**config.mk**
```make
export PLATFORM = sky130hd
export DESIGN_NAME = ssp_top
export DESIGN_NICKNAME = d
export VERILOG_FILES = /design/src/ssp_pkg.sv /design/src/ssp_top.sv
export VERILOG_INCLUDE_DIRS = /design/src
export SDC_FILE = /design/constraint.sdc
export NUM_CORES = 2
export LEC_CHECK = 0
export BUFFER_PORTS_ARGS = -buffer_cell sky130_fd_sc_hd__buf_2
export CORE_MARGIN = 2
export CORE_UTILIZATION = 48
export DETAILED_ROUTE_END_ITERATION = 8
export MAX_ROUTING_LAYER = met4
export PLACE_DENSITY = 0.66
export SLEW_MARGIN = 5
export SYNTH_ARGS = -nofsm -noshare
export SYNTH_HDL_FRONTEND = slang
export SYNTH_SLANG_ARGS = --single-unit
```
**constraint.sdc**
```tcl
create_clock -name i_clk -period 13.8 [get_ports i_clk]
set_clock_uncertainty 0.15 [all_clocks]
set_input_delay 1.38 -clock i_clk [delete_from_list [all_inputs] [get_ports i_clk]]
set_output_delay 1.38 -clock i_clk [all_outputs]
set_load 0.02 [all_outputs]
```
**src/ssp_map.svh**
```systemverilog
// Purpose: Offsets, field positions, codes and reset values
// Assumes: Included once per compile unit
// Notes: Byte addresses on a 32-bit APB bus
`ifndef SSP_MAP_SVH
`define SSP_MAP_SVH
// ----------------------------------------
// Register offsets
// ----------------------------------------
`define SSP_ADDR_CMD 12'h000
`define SSP_ADDR_WDATA 12'h004
`define SSP_ADDR_RDATA 12'h008
`define SSP_ADDR_STATUS 12'h00c
// ----------------------------------------
// Command word fields
// ----------------------------------------
`define SSP_OP_LSB 0
`define SSP_SLOT_LSB 4
`define SSP_OTP_BIT 8
`define SSP_LEN32_BIT 9
`define SSP_TODIG_BIT 10
`define SSP_IDX_LSB 12
// ----------------------------------------
// Slot numbers and sizes
// ----------------------------------------
`define SSP_SLOT_VPK 4'he
`define SSP_SLOT_BOOT 4'hf
`define SSP_ZONE_WORDS 16
`define SSP_BLK_WORDS 8
// Arbitrary tag held in the first eight one-time bytes
`define SSP_OTP_TAG 64'h0123_4567_89ab_cdef
// ----------------------------------------
// Status codes and reset values
// ----------------------------------------
`define SSP_ST_OK 8'h00
`define SSP_ST_MISCMP 8'h01
`define SSP_ST_PARSE 8'h03
`define SSP_ST_REFUSED 8'h0f
`define SSP_RST_STATUS 8'h00
`define SSP_RST_WORD 32'h0000_0000
`endif

```
**src/ssp_pkg.sv**
```systemverilog
// Purpose: Types shared by the slot policy block
// Assumes: Nothing
// Notes: Codes are in ssp_map.svh
package ssp_pkg;
   typedef logic [7:0] ssp_status_type;
   typedef enum logic [3:0] {
      ssp_op_read = 4'h0,
      ssp_op_write = 4'h1,
      ssp_op_lock = 4'h2,
      ssp_op_vfy_val = 4'h3,
      ssp_op_vfy_inval = 4'h4,
      ssp_op_vfy_stored = 4'h5,
      ssp_op_mac = 4'h6,
      ssp_op_digest_generate_cmd = 4'h7,
      ssp_op_nonce = 4'h8,
      ssp_op_kdf = 4'h9,
      ssp_op_hash_init = 4'ha,
      ssp_op_hash_update = 4'hb,
      ssp_op_hash_final = 4'hc
   } ssp_cmd_type;
   typedef enum logic [1:0] {
      ssp_st_idle = 2'b01,
      ssp_st_busy = 2'b10
   } ssp_state_type;
endpackage

```
**src/ssp_top.sv**
```systemverilog
// Purpose: Access policy of slots 14 and 15, the one-time zone and volatile buffers
// Assumes: APB slave, zero wait states, one clock
// Notes: Commands run for one busy cycle after a CMD write
//
// Summary of operation
// - Slot 14 writes need prior invalidation
// - Slot 14 verify only while validated
// - Slot 14 always reads in clear
// - Slot 14 uses invalidate_before_write_mode operation set
// - Lockable slot 15 writable until locked
// - Permanently locked slot 15 rejects writes
// - One-time zone: 64 bytes, two blocks
// - One-time zone rejects every modification
// - One-time zone reads of 4 or 32 bytes
// - Volatile memory never read out directly
// - Sleep or power loss invalidates volatile memory
// - 64-byte intermediate_value_store, halves, hidden
// - Alternate key from nonce or derivation
// - Hash context survives between phases
//
// Local design decisions: the APB slave port and the address map.
`include "ssp_map.svh"
`timescale 1ns/100ps
`default_nettype none
module ssp_top (
   input wire logic i_clk,
   input wire logic i_rst,
   input wire logic i_psel,
   input wire logic i_penable,
   input wire logic i_pwrite,
   input wire logic [11:0] i_paddr,
   input wire logic [31:0] i_pwdata,
   output logic [31:0] o_prdata,
   output logic o_pready,
   output logic o_pslverr,
   input wire logic i_sleep,
   input wire logic i_boot_perm,
   output var ssp_pkg::ssp_status_type o_status,
   output logic o_busy
);
   import ssp_pkg::*;
   // ----------------------------------------
   // Storage
   // ----------------------------------------
   logic [31:0] vpk_m [`SSP_ZONE_WORDS];
   logic [31:0] boot_m [`SSP_ZONE_WORDS];
   logic [31:0] ivs_m [`SSP_ZONE_WORDS];
   logic [31:0] dig_m [`SSP_ZONE_WORDS];
   logic [31:0] alt_m [`SSP_BLK_WORDS];
   logic [31:0] ctx_m [`SSP_BLK_WORDS];
   logic [31:0] rbuf_q [`SSP_BLK_WORDS];
   logic [31:0] rbuf_d [`SSP_BLK_WORDS];
   ssp_state_type state_q, state_d;
   logic [31:0] cmd_q, cmd_d, wdata_q, wdata_d, prdata_q, prdata_d;
   logic [2:0] rptr_q, rptr_d;
   logic rlen_q, rlen_d;
   ssp_status_type status_q, status_d;
   logic vpk_ok_q, vpk_ok_d, lock_q, lock_d, perm_q, perm_d, strap_q;
   logic ivs_v_q, ivs_v_d, dig_v_q, dig_v_d, alt_v_q, alt_v_d, ctx_v_q, ctx_v_d;
   logic we_vpk, we_boot, we_ivs, we_alt, we_ctx, ctx_clr, ctx_to_dig, ctx_to_ivs;
   logic [31:0] wr_word;
   logic setup, access, hit, cmd_wr, rd_pop;
   ssp_cmd_type op;
   logic [3:0] slot, idx;
   logic otp, is_vpk, is_boot;

   // Stand-in mixing step for hash update, authentication and derivation
   function automatic logic [31:0] mix(input logic [31:0] a, input logic [31:0] b);
      mix = {a[26:0], a[31:27]} ^ (b + 32'h9e37_79b9);
   endfunction

   // One-time zone contents, 16 words in two 8-word blocks
   function automatic logic [31:0] otp_word(input logic [3:0] i);
      otp_word = `SSP_RST_WORD;
      if (i == 4'h0) begin
         otp_word = 32'(`SSP_OTP_TAG >> 32);
      end else if (i == 4'h1) begin
         otp_word = 32'(`SSP_OTP_TAG);
      end
   endfunction

   // Readable word of the addressed zone; volatile arrays have no path here
   function automatic logic [31:0] zone_word(input logic [3:0] i);
      if (otp) begin
         zone_word = otp_word(i);
      end else if (is_vpk) begin
         zone_word = vpk_m[i];
      end else begin
         zone_word = boot_m[i];
      end
   endfunction

   // ----------------------------------------
   // Command decode and bus strobes
   // ----------------------------------------
   assign op = ssp_cmd_type'(cmd_q[`SSP_OP_LSB +: 4]);
   assign slot = cmd_q[`SSP_SLOT_LSB +: 4];
   assign idx = cmd_q[`SSP_IDX_LSB +: 4];
   assign otp = cmd_q[`SSP_OTP_BIT];
   assign is_vpk = !otp && slot == `SSP_SLOT_VPK;
   assign is_boot = !otp && slot == `SSP_SLOT_BOOT;
   assign setup = i_psel && !i_penable;
   assign access = i_psel && i_penable;
   assign hit = i_paddr == `SSP_ADDR_CMD || i_paddr == `SSP_ADDR_WDATA ||
                i_paddr == `SSP_ADDR_RDATA || i_paddr == `SSP_ADDR_STATUS;
   assign cmd_wr = access && i_pwrite && i_paddr == `SSP_ADDR_CMD && state_q == ssp_st_idle;
   assign rd_pop = access && !i_pwrite && i_paddr == `SSP_ADDR_RDATA;
   assign o_pready = access;
   // Unmapped, read-only write, or command while busy
   assign o_pslverr = access && (!hit || (i_pwrite && (i_paddr == `SSP_ADDR_RDATA ||
                      i_paddr == `SSP_ADDR_STATUS)) ||
                      (i_pwrite && i_paddr == `SSP_ADDR_CMD && state_q != ssp_st_idle));
   assign o_prdata = prdata_q;
   assign o_status = status_q;
   assign o_busy = state_q == ssp_st_busy;

   // ----------------------------------------
   // Next state of control, flags and read buffer
   // ----------------------------------------
   always_comb begin
      state_d = state_q;
      cmd_d = cmd_q;
      wdata_d = wdata_q;
      rbuf_d = rbuf_q;
      rptr_d = rptr_q;
      rlen_d = rlen_q;
      status_d = status_q;
      vpk_ok_d = vpk_ok_q;
      lock_d = lock_q;
      perm_d = strap_q ? perm_q : i_boot_perm;
      ivs_v_d = ivs_v_q;
      dig_v_d = dig_v_q;
      alt_v_d = alt_v_q;
      ctx_v_d = ctx_v_q;
      we_vpk = 1'b0;
      we_boot = 1'b0;
      we_ivs = 1'b0;
      we_alt = 1'b0;
      we_ctx = 1'b0;
      ctx_clr = 1'b0;
      ctx_to_dig = 1'b0;
      ctx_to_ivs = 1'b0;
      wr_word = wdata_q;
      prdata_d = prdata_q;
      // Read data is staged in the setup cycle
      if (setup && !i_pwrite) begin
         prdata_d = `SSP_RST_WORD;
         case (i_paddr)
            `SSP_ADDR_CMD: prdata_d = cmd_q;
            `SSP_ADDR_WDATA: prdata_d = wdata_q;
            `SSP_ADDR_RDATA: prdata_d = rbuf_q[rptr_q];
            `SSP_ADDR_STATUS: prdata_d = {16'h0000, o_busy, perm_q, lock_q, vpk_ok_q,
                                          ivs_v_q, dig_v_q, alt_v_q, ctx_v_q, status_q};
            default: prdata_d = `SSP_RST_WORD;
         endcase
      end
      if (access && i_pwrite && i_paddr == `SSP_ADDR_WDATA) begin
         wdata_d = i_pwdata;
      end
      if (rd_pop && rlen_q) begin
         rptr_d = rptr_q + 3'h1;
      end
      if (cmd_wr) begin
         cmd_d = i_pwdata;
         state_d = ssp_st_busy;
      end
      if (state_q == ssp_st_busy) begin
         state_d = ssp_st_idle;
         status_d = `SSP_ST_REFUSED; // Default refusal leaves storage untouched
         unique case (op)
            ssp_op_read: begin
               if (otp || is_vpk || is_boot) begin // Clear reads, any validation state
                  rlen_d = cmd_q[`SSP_LEN32_BIT];
                  rptr_d = 3'h0;
                  for (int i = 0; i < `SSP_BLK_WORDS; i++) begin
                     rbuf_d[i] = cmd_q[`SSP_LEN32_BIT] ? zone_word({idx[3], 3'(i)}) :
                                 (i == 0 ? zone_word(idx) : `SSP_RST_WORD);
                  end
                  status_d = `SSP_ST_OK;
               end
            end
            ssp_op_write: begin
               if (is_vpk && !vpk_ok_q) begin // Only after invalidation
                  we_vpk = 1'b1;
                  status_d = `SSP_ST_OK;
               end else if (is_boot && !perm_q && !lock_q) begin
                  we_boot = 1'b1;
                  status_d = `SSP_ST_OK;
               end
               // The one-time zone is shipped locked and never written
            end
            ssp_op_lock: begin
               if (is_boot) begin // Per_slot_lock allowed in both options
                  lock_d = 1'b1;
                  status_d = `SSP_ST_OK;
               end
            end
            ssp_op_vfy_val: begin
               if (is_vpk) begin // Validate against the digest buffer
                  vpk_ok_d = dig_v_q;
                  status_d = dig_v_q ? `SSP_ST_OK : `SSP_ST_MISCMP;
               end
            end
            ssp_op_vfy_inval: begin
               if (is_vpk) begin
                  vpk_ok_d = 1'b0;
                  status_d = `SSP_ST_OK;
               end
            end
            ssp_op_vfy_stored: begin
               if (is_vpk && vpk_ok_q) begin // Stored key only while validated
                  status_d = dig_v_q ? `SSP_ST_OK : `SSP_ST_MISCMP;
               end
            end
            ssp_op_mac: begin
               if (is_boot && ivs_v_q) begin // Slot as data source, result only
                  rlen_d = 1'b0;
                  rptr_d = 3'h0;
                  rbuf_d[0] = mix(boot_m[idx], ivs_m[idx]);
                  status_d = `SSP_ST_OK;
               end
            end
            ssp_op_digest_generate_cmd: begin
               if (is_boot) begin // Slot data into the store
                  we_ivs = 1'b1;
                  wr_word = mix(boot_m[idx], ivs_m[idx]);
                  ivs_v_d = 1'b1;
                  status_d = `SSP_ST_OK;
               end
            end
            ssp_op_nonce: begin // Fixed input value
               we_alt = 1'b1;
               alt_v_d = 1'b1;
               status_d = `SSP_ST_OK;
            end
            ssp_op_kdf: begin
               if (ivs_v_q) begin // Secret derived from the store
                  we_alt = 1'b1;
                  wr_word = mix(ivs_m[idx], wdata_q);
                  alt_v_d = 1'b1;
                  status_d = `SSP_ST_OK;
               end
            end
            ssp_op_hash_init: begin
               ctx_clr = 1'b1;
               ctx_v_d = 1'b1;
               status_d = `SSP_ST_OK;
            end
            ssp_op_hash_update: begin
               if (ctx_v_q) begin // Repeatable update
                  we_ctx = 1'b1;
                  wr_word = mix(ctx_m[idx[2:0]], wdata_q);
                  status_d = `SSP_ST_OK;
               end
            end
            ssp_op_hash_final: begin
               if (ctx_v_q) begin // Digest to buffer or store
                  ctx_to_dig = cmd_q[`SSP_TODIG_BIT];
                  ctx_to_ivs = !cmd_q[`SSP_TODIG_BIT];
                  dig_v_d = cmd_q[`SSP_TODIG_BIT] || dig_v_q;
                  ivs_v_d = !cmd_q[`SSP_TODIG_BIT] || ivs_v_q;
                  ctx_v_d = 1'b0;
                  status_d = `SSP_ST_OK;
               end
            end
            default: status_d = `SSP_ST_PARSE;
         endcase
      end
      // Sleep wins over any set in the same cycle
      if (i_sleep) begin
         ivs_v_d = 1'b0;
         dig_v_d = 1'b0;
         alt_v_d = 1'b0;
         ctx_v_d = 1'b0;
      end
   end

   // Control registers; power loss acts through reset
   always_ff @(posedge i_clk or posedge i_rst) begin
      if (i_rst) begin
         state_q <= ssp_st_idle;
         cmd_q <= `SSP_RST_WORD;
         wdata_q <= `SSP_RST_WORD;
         prdata_q <= `SSP_RST_WORD;
         rbuf_q <= '{default: `SSP_RST_WORD};
         rptr_q <= 3'h0;
         rlen_q <= 1'b0;
         status_q <= `SSP_RST_STATUS;
         vpk_ok_q <= 1'b0;
         lock_q <= 1'b0;
         perm_q <= 1'b0;
         strap_q <= 1'b0;
         ivs_v_q <= 1'b0;
         dig_v_q <= 1'b0;
         alt_v_q <= 1'b0;
         ctx_v_q <= 1'b0;
      end else begin
         state_q <= state_d;
         cmd_q <= cmd_d;
         wdata_q <= wdata_d;
         prdata_q <= prdata_d;
         rbuf_q <= rbuf_d;
         rptr_q <= rptr_d;
         rlen_q <= rlen_d;
         status_q <= status_d;
         vpk_ok_q <= vpk_ok_d;
         lock_q <= lock_d;
         perm_q <= perm_d;
         strap_q <= 1'b1;
         ivs_v_q <= ivs_v_d;
         dig_v_q <= dig_v_d;
         alt_v_q <= alt_v_d;
         ctx_v_q <= ctx_v_d;
      end
   end

   // ----------------------------------------
   // Storage arrays, written only by granted commands
   // ----------------------------------------
   always_ff @(posedge i_clk) begin
      if (we_vpk) begin
         vpk_m[idx] <= wr_word;
      end
      if (we_boot) begin
         boot_m[idx] <= wr_word;
      end
      if (we_ivs) begin
         ivs_m[idx] <= wr_word;
      end
      if (we_alt) begin
         alt_m[idx[2:0]] <= wr_word;
      end
      for (int i = 0; i < `SSP_BLK_WORDS; i++) begin
         if (ctx_clr) begin
            ctx_m[i] <= `SSP_RST_WORD;
         end else if (we_ctx && idx[2:0] == 3'(i)) begin
            ctx_m[i] <= wr_word;
         end
         if (ctx_to_dig) begin
            dig_m[i] <= ctx_m[i];
         end
         if (ctx_to_ivs) begin
            ivs_m[i] <= ctx_m[i];
         end
      end
   end

   // ----------------------------------------
   // Checks
   // ----------------------------------------
   a_vpk_write_block: assert property (@(posedge i_clk) disable iff (i_rst)
      o_busy && op == ssp_op_write && is_vpk && vpk_ok_q |=> status_q == `SSP_ST_REFUSED)
      else $error("validated key slot written");
   a_vpk_verify_gate: assert property (@(posedge i_clk) disable iff (i_rst)
      o_busy && op == ssp_op_vfy_stored && !vpk_ok_q |=> status_q == `SSP_ST_REFUSED)
      else $error("stored verify used unvalidated key");
   a_vpk_read_ok: assert property (@(posedge i_clk) disable iff (i_rst)
      o_busy && op == ssp_op_read && is_vpk |=> status_q == `SSP_ST_OK && rptr_q == 3'h0)
      else $error("clear read of key slot refused");
   a_boot_perm_write: assert property (@(posedge i_clk) disable iff (i_rst)
      o_busy && op == ssp_op_write && is_boot && perm_q |-> !we_boot ##1 status_q != `SSP_ST_OK)
      else $error("locked boot slot written");
   a_boot_lock_hold: assert property (@(posedge i_clk) disable iff (i_rst)
      lock_q |=> lock_q)
      else $error("slot lock released");
   a_otp_write: assert property (@(posedge i_clk) disable iff (i_rst)
      o_busy && op == ssp_op_write && otp |=> status_q == `SSP_ST_REFUSED)
      else $error("one-time zone write accepted");
   a_sleep_clear: assert property (@(posedge i_clk) disable iff (i_rst)
      i_sleep |=> !ivs_v_q && !dig_v_q && !alt_v_q && !ctx_v_q)
      else $error("volatile data valid after sleep");
   a_refuse_keeps: assert property (@(posedge i_clk) disable iff (i_rst)
      status_d == `SSP_ST_REFUSED && o_busy |-> !we_vpk && !we_boot && !we_ivs)
      else $error("refused command changed storage");
   a_ctx_keep: assert property (@(posedge i_clk) disable iff (i_rst)
      ctx_v_q && !i_sleep && !(o_busy && op == ssp_op_hash_final) |=> ctx_v_q)
      else $error("hash context lost between phases");
   a_cmd_busy: assert property (@(posedge i_clk) disable iff (i_rst)
      cmd_wr |=> o_busy ##1 !o_busy)
      else $error("command not run in one cycle");
endmodule
`default_nettype wire

```
==> impl_metrics.tcl <==
set metrics [dict create \
    status "complete, no violations" \
    crit_fanout 56 \
    fin_tns_setup_ns 0 \
    ir_drop_mv 0.149 \
    first_pass_iters 8 \
    p_int_mw 10.5 \
    setup_viol 0 \
    final_common_cell "edfxtp_1" \
    grt_overflow_total 0 \
    place_congestion 0.998 \
    die_y_um 460 \
    r2r_start "cmd_q[13]" \
    numPortBuffers 89 \
    root_buffer "clkbuf_16" \
    cp-startpoint "cmd_q[13]" \
    antenna_found_initial 26 \
    p_sw_frac 0.200 \
    rsz0062_at_grt "no" \
    finalHoldViolCount 0 \
    synth-async-reset-ratio 0.171 \
    syn_inst 6036 \
    drt-initial-drc-count 10376 \
    hold_start "o_prdata[25]" \
    cts_htree_levels 4 \
    path_class "reg -> reg" \
    layout_worst_path_cycle_share 0.557 \
    multi_input_area_um2 34700 \
    p_per_area_nw_per_um2 118 \
    hpwl_mm 208 \
    wl_met3_mm 43.6 \
    slew_violations 0 \
    p_leak_nw 31.3 \
    grt_pass1_vias 60318 \
    vias 62519 \
    seq_area_frac_synth 0.631 \
    numCtsBuffers 212 \
    clkPwrFrac 0.464 \
    layout.nets 6094 \
    relSlewSlack 0.0848 \
    clock_path_buffers 3 \
    synth_cell_types 114 \
    rows 167 \
    yosys_warnings 0 \
    viasPerCell 6.99 \
    worstMarginPinSlew_ns 1.37 \
    cp-start-kind "register" \
    power_mw 13.1 \
    syn_area_per_cell_um2 16.5 \
    cts_tree "yes" \
    wl_per_cell_um 37.4 \
    clk_pin_slew_worst_paths_ns 0.06 \
    cts_setup_buffers 0 \
    drc 0 \
    final_antenna_net_count 0 \
    critPathCaptureType "register" \
    timing.fmax_mhz 130 \
    hold_buffers 0 \
    cts-resized-gates 0 \
    hold_path_class "reg -> reg" \
    die_w_um 460 \
    cap_violations 0 \
    fin_crit_ns 7.69 \
    wl_met2_mm 148 \
    syn_area_um2 99800 \
    area_growth_pct 10.9 \
    clk_latency_ns 0.89 \
    drive_above_1_share 0.276 \
    fill_cells 16088 \
    ioPinCount 94 \
    cp.required_ns 13.95 \
    synth_seq_cells 2161 \
    wl_met1_mm 125 \
    synth_ff_type "edfxtp_1" \
    grt_pass1_wl_mm 466 \
    power_switching_mw 2.62 \
    start_util 0.483 \
    pwr-share-seq 0.532 \
    top_layer_used "met4" \
    layout_common_cells "edfxtp_1, mux4_2, nor2_1" \
    finalWirelength_mm 334 \
    pwr-share-comb 0.005 \
    grt_start_max_net_pins 116 \
    crit_arrival_ns 7.84 \
    core_area_um2 207000 \
    dieArea_um2 212000 \
    regArea_um2 63100 \
    synth-edff-count 1792 \
    grt_util_all_layers 0.325 \
    clock_sinks 2161 \
]
[stage by stage]
step | setup WS [ns] | instance area (µm²) | instances | hold WS, ns | utilization
floorplan | 2.03 | 99800 | 6039 | 0.281 | -
global placement | 6.33 | 103000 | 8530 | 0.306 | 0.500
detailed placement | 6.15 | 103000 | 8530 | 0.316 | 0.500
CTS | 6.17 | 111000 | 8931 | 0.330 | 0.535
global route | 5.78 | 111000 | 8945 | 0.351 | 0.535
finish | 6.11 | 111000 | 8946 | 0.328 | 0.535
[logic make-up after synthesis]
family          synth area share
fa+ha+maj               0.000376
flops                      0.631
mux                        0.207
simple gates              0.0484
compound gates            0.0765
other cells            0.0000752
buf+inv                   0.0266
xor+xnor                 0.00969
[Yosys cell counts, drive strengths merged, types with 35 or more instances]
| cell type | instances | area share |
|---|---|---|
| a211oi | 40 | 0.0032 |
| a21oi | 352 | 0.018 |
| a22o | 227 | 0.020 |
| a22oi | 47 | 0.0038 |
| buf | 192 | 0.013 |
| clkbuf | 322 | 0.012 |
| dfrtp | 368 | 0.092 |
| edfxtp | 1792 | 0.54 |
| inv | 45 | 0.0017 |
| mux2 | 84 | 0.0095 |
| mux2i | 79 | 0.0080 |
| mux4 | 837 | 0.19 |
| nand2 | 245 | 0.0093 |
| nand3 | 42 | 0.0021 |
| nor2 | 551 | 0.021 |
| nor3 | 85 | 0.0043 |
| o21a | 35 | 0.0026 |
| o21ai | 188 | 0.0095 |
| xnor2 | 84 | 0.0074 |
[registers in the layout, indices dropped and copies added, names as in the netlist, 2 cells and up]
| register | count |
|---|---|
| rptr_q | 3 |
| boot_m | 512 |
| wdata_q | 32 |
| o_prdata | 32 |
| vpk_m | 512 |
| state_q | 2 |
| cmd_q | 32 |
| ctx_m | 256 |
| o_status | 3 |
| ivs_m | 512 |
| rbuf_q | 256 |
[power by group through the flow]
stage	Combinational [mW]	Sequential [mW]	Clock (mW)
3_3_place_gp	0.0593	7.11	0
3_5_place_dp	0.0605	7.11	0
4_1_cts	0.0605	6.98	6.13
6_report	0.0597	6.98	6.08
5_1_grt	0.0660	6.97	6.38
2_1_floorplan	0.0333	7.11	0
[area by class of cell]
cell class                      instances  area share
Timing Repair Buffer                  301      0.0190
Clock inverter                        127      0.0144
Antenna cell                           15    0.000339
Tap cell                             2704      0.0305
Clock buffer                          274      0.0516
Inverter                               48     0.00184
Multi-Input combinational cell       3316       0.313
Sequential cell                      2161       0.569
[per-layer routing]
metal,global-route usage,up-vias
li1,-,24398
met1,0.442,32712
met2,0.462,4609
met3,0.0807,800
met4,0.152,0
met5,-,-
[final timing paths]
kind | end | slack (ns) | cells after the start
worst max-delay path | vpk_m[14][21] | 6.11 | 9
worst max register to register | vpk_m[14][21] | 6.11 | 9
worst min register to register | o_prdata[25] | 0.33 | 2
max in group asynchronous | rbuf_q[18] | 10.85 | 4
min in group asynchronous | rbuf_q[76] | 0.41 | 2
worst min-delay path | o_prdata[25] | 0.33 | 2
[critical path, cell delays in order (launching register included)]
cell and delay [ns]:
dfrtp_4 0.70, buf_4 0.79, buf_4 0.88, buf_4 0.77
mux4_2 0.59, mux4_2 0.56, xnor2_2 0.28, o32ai_1 0.18
a2111oi_4 1.02, nand2_1 1.02
(Power assumes the default switching activity.)
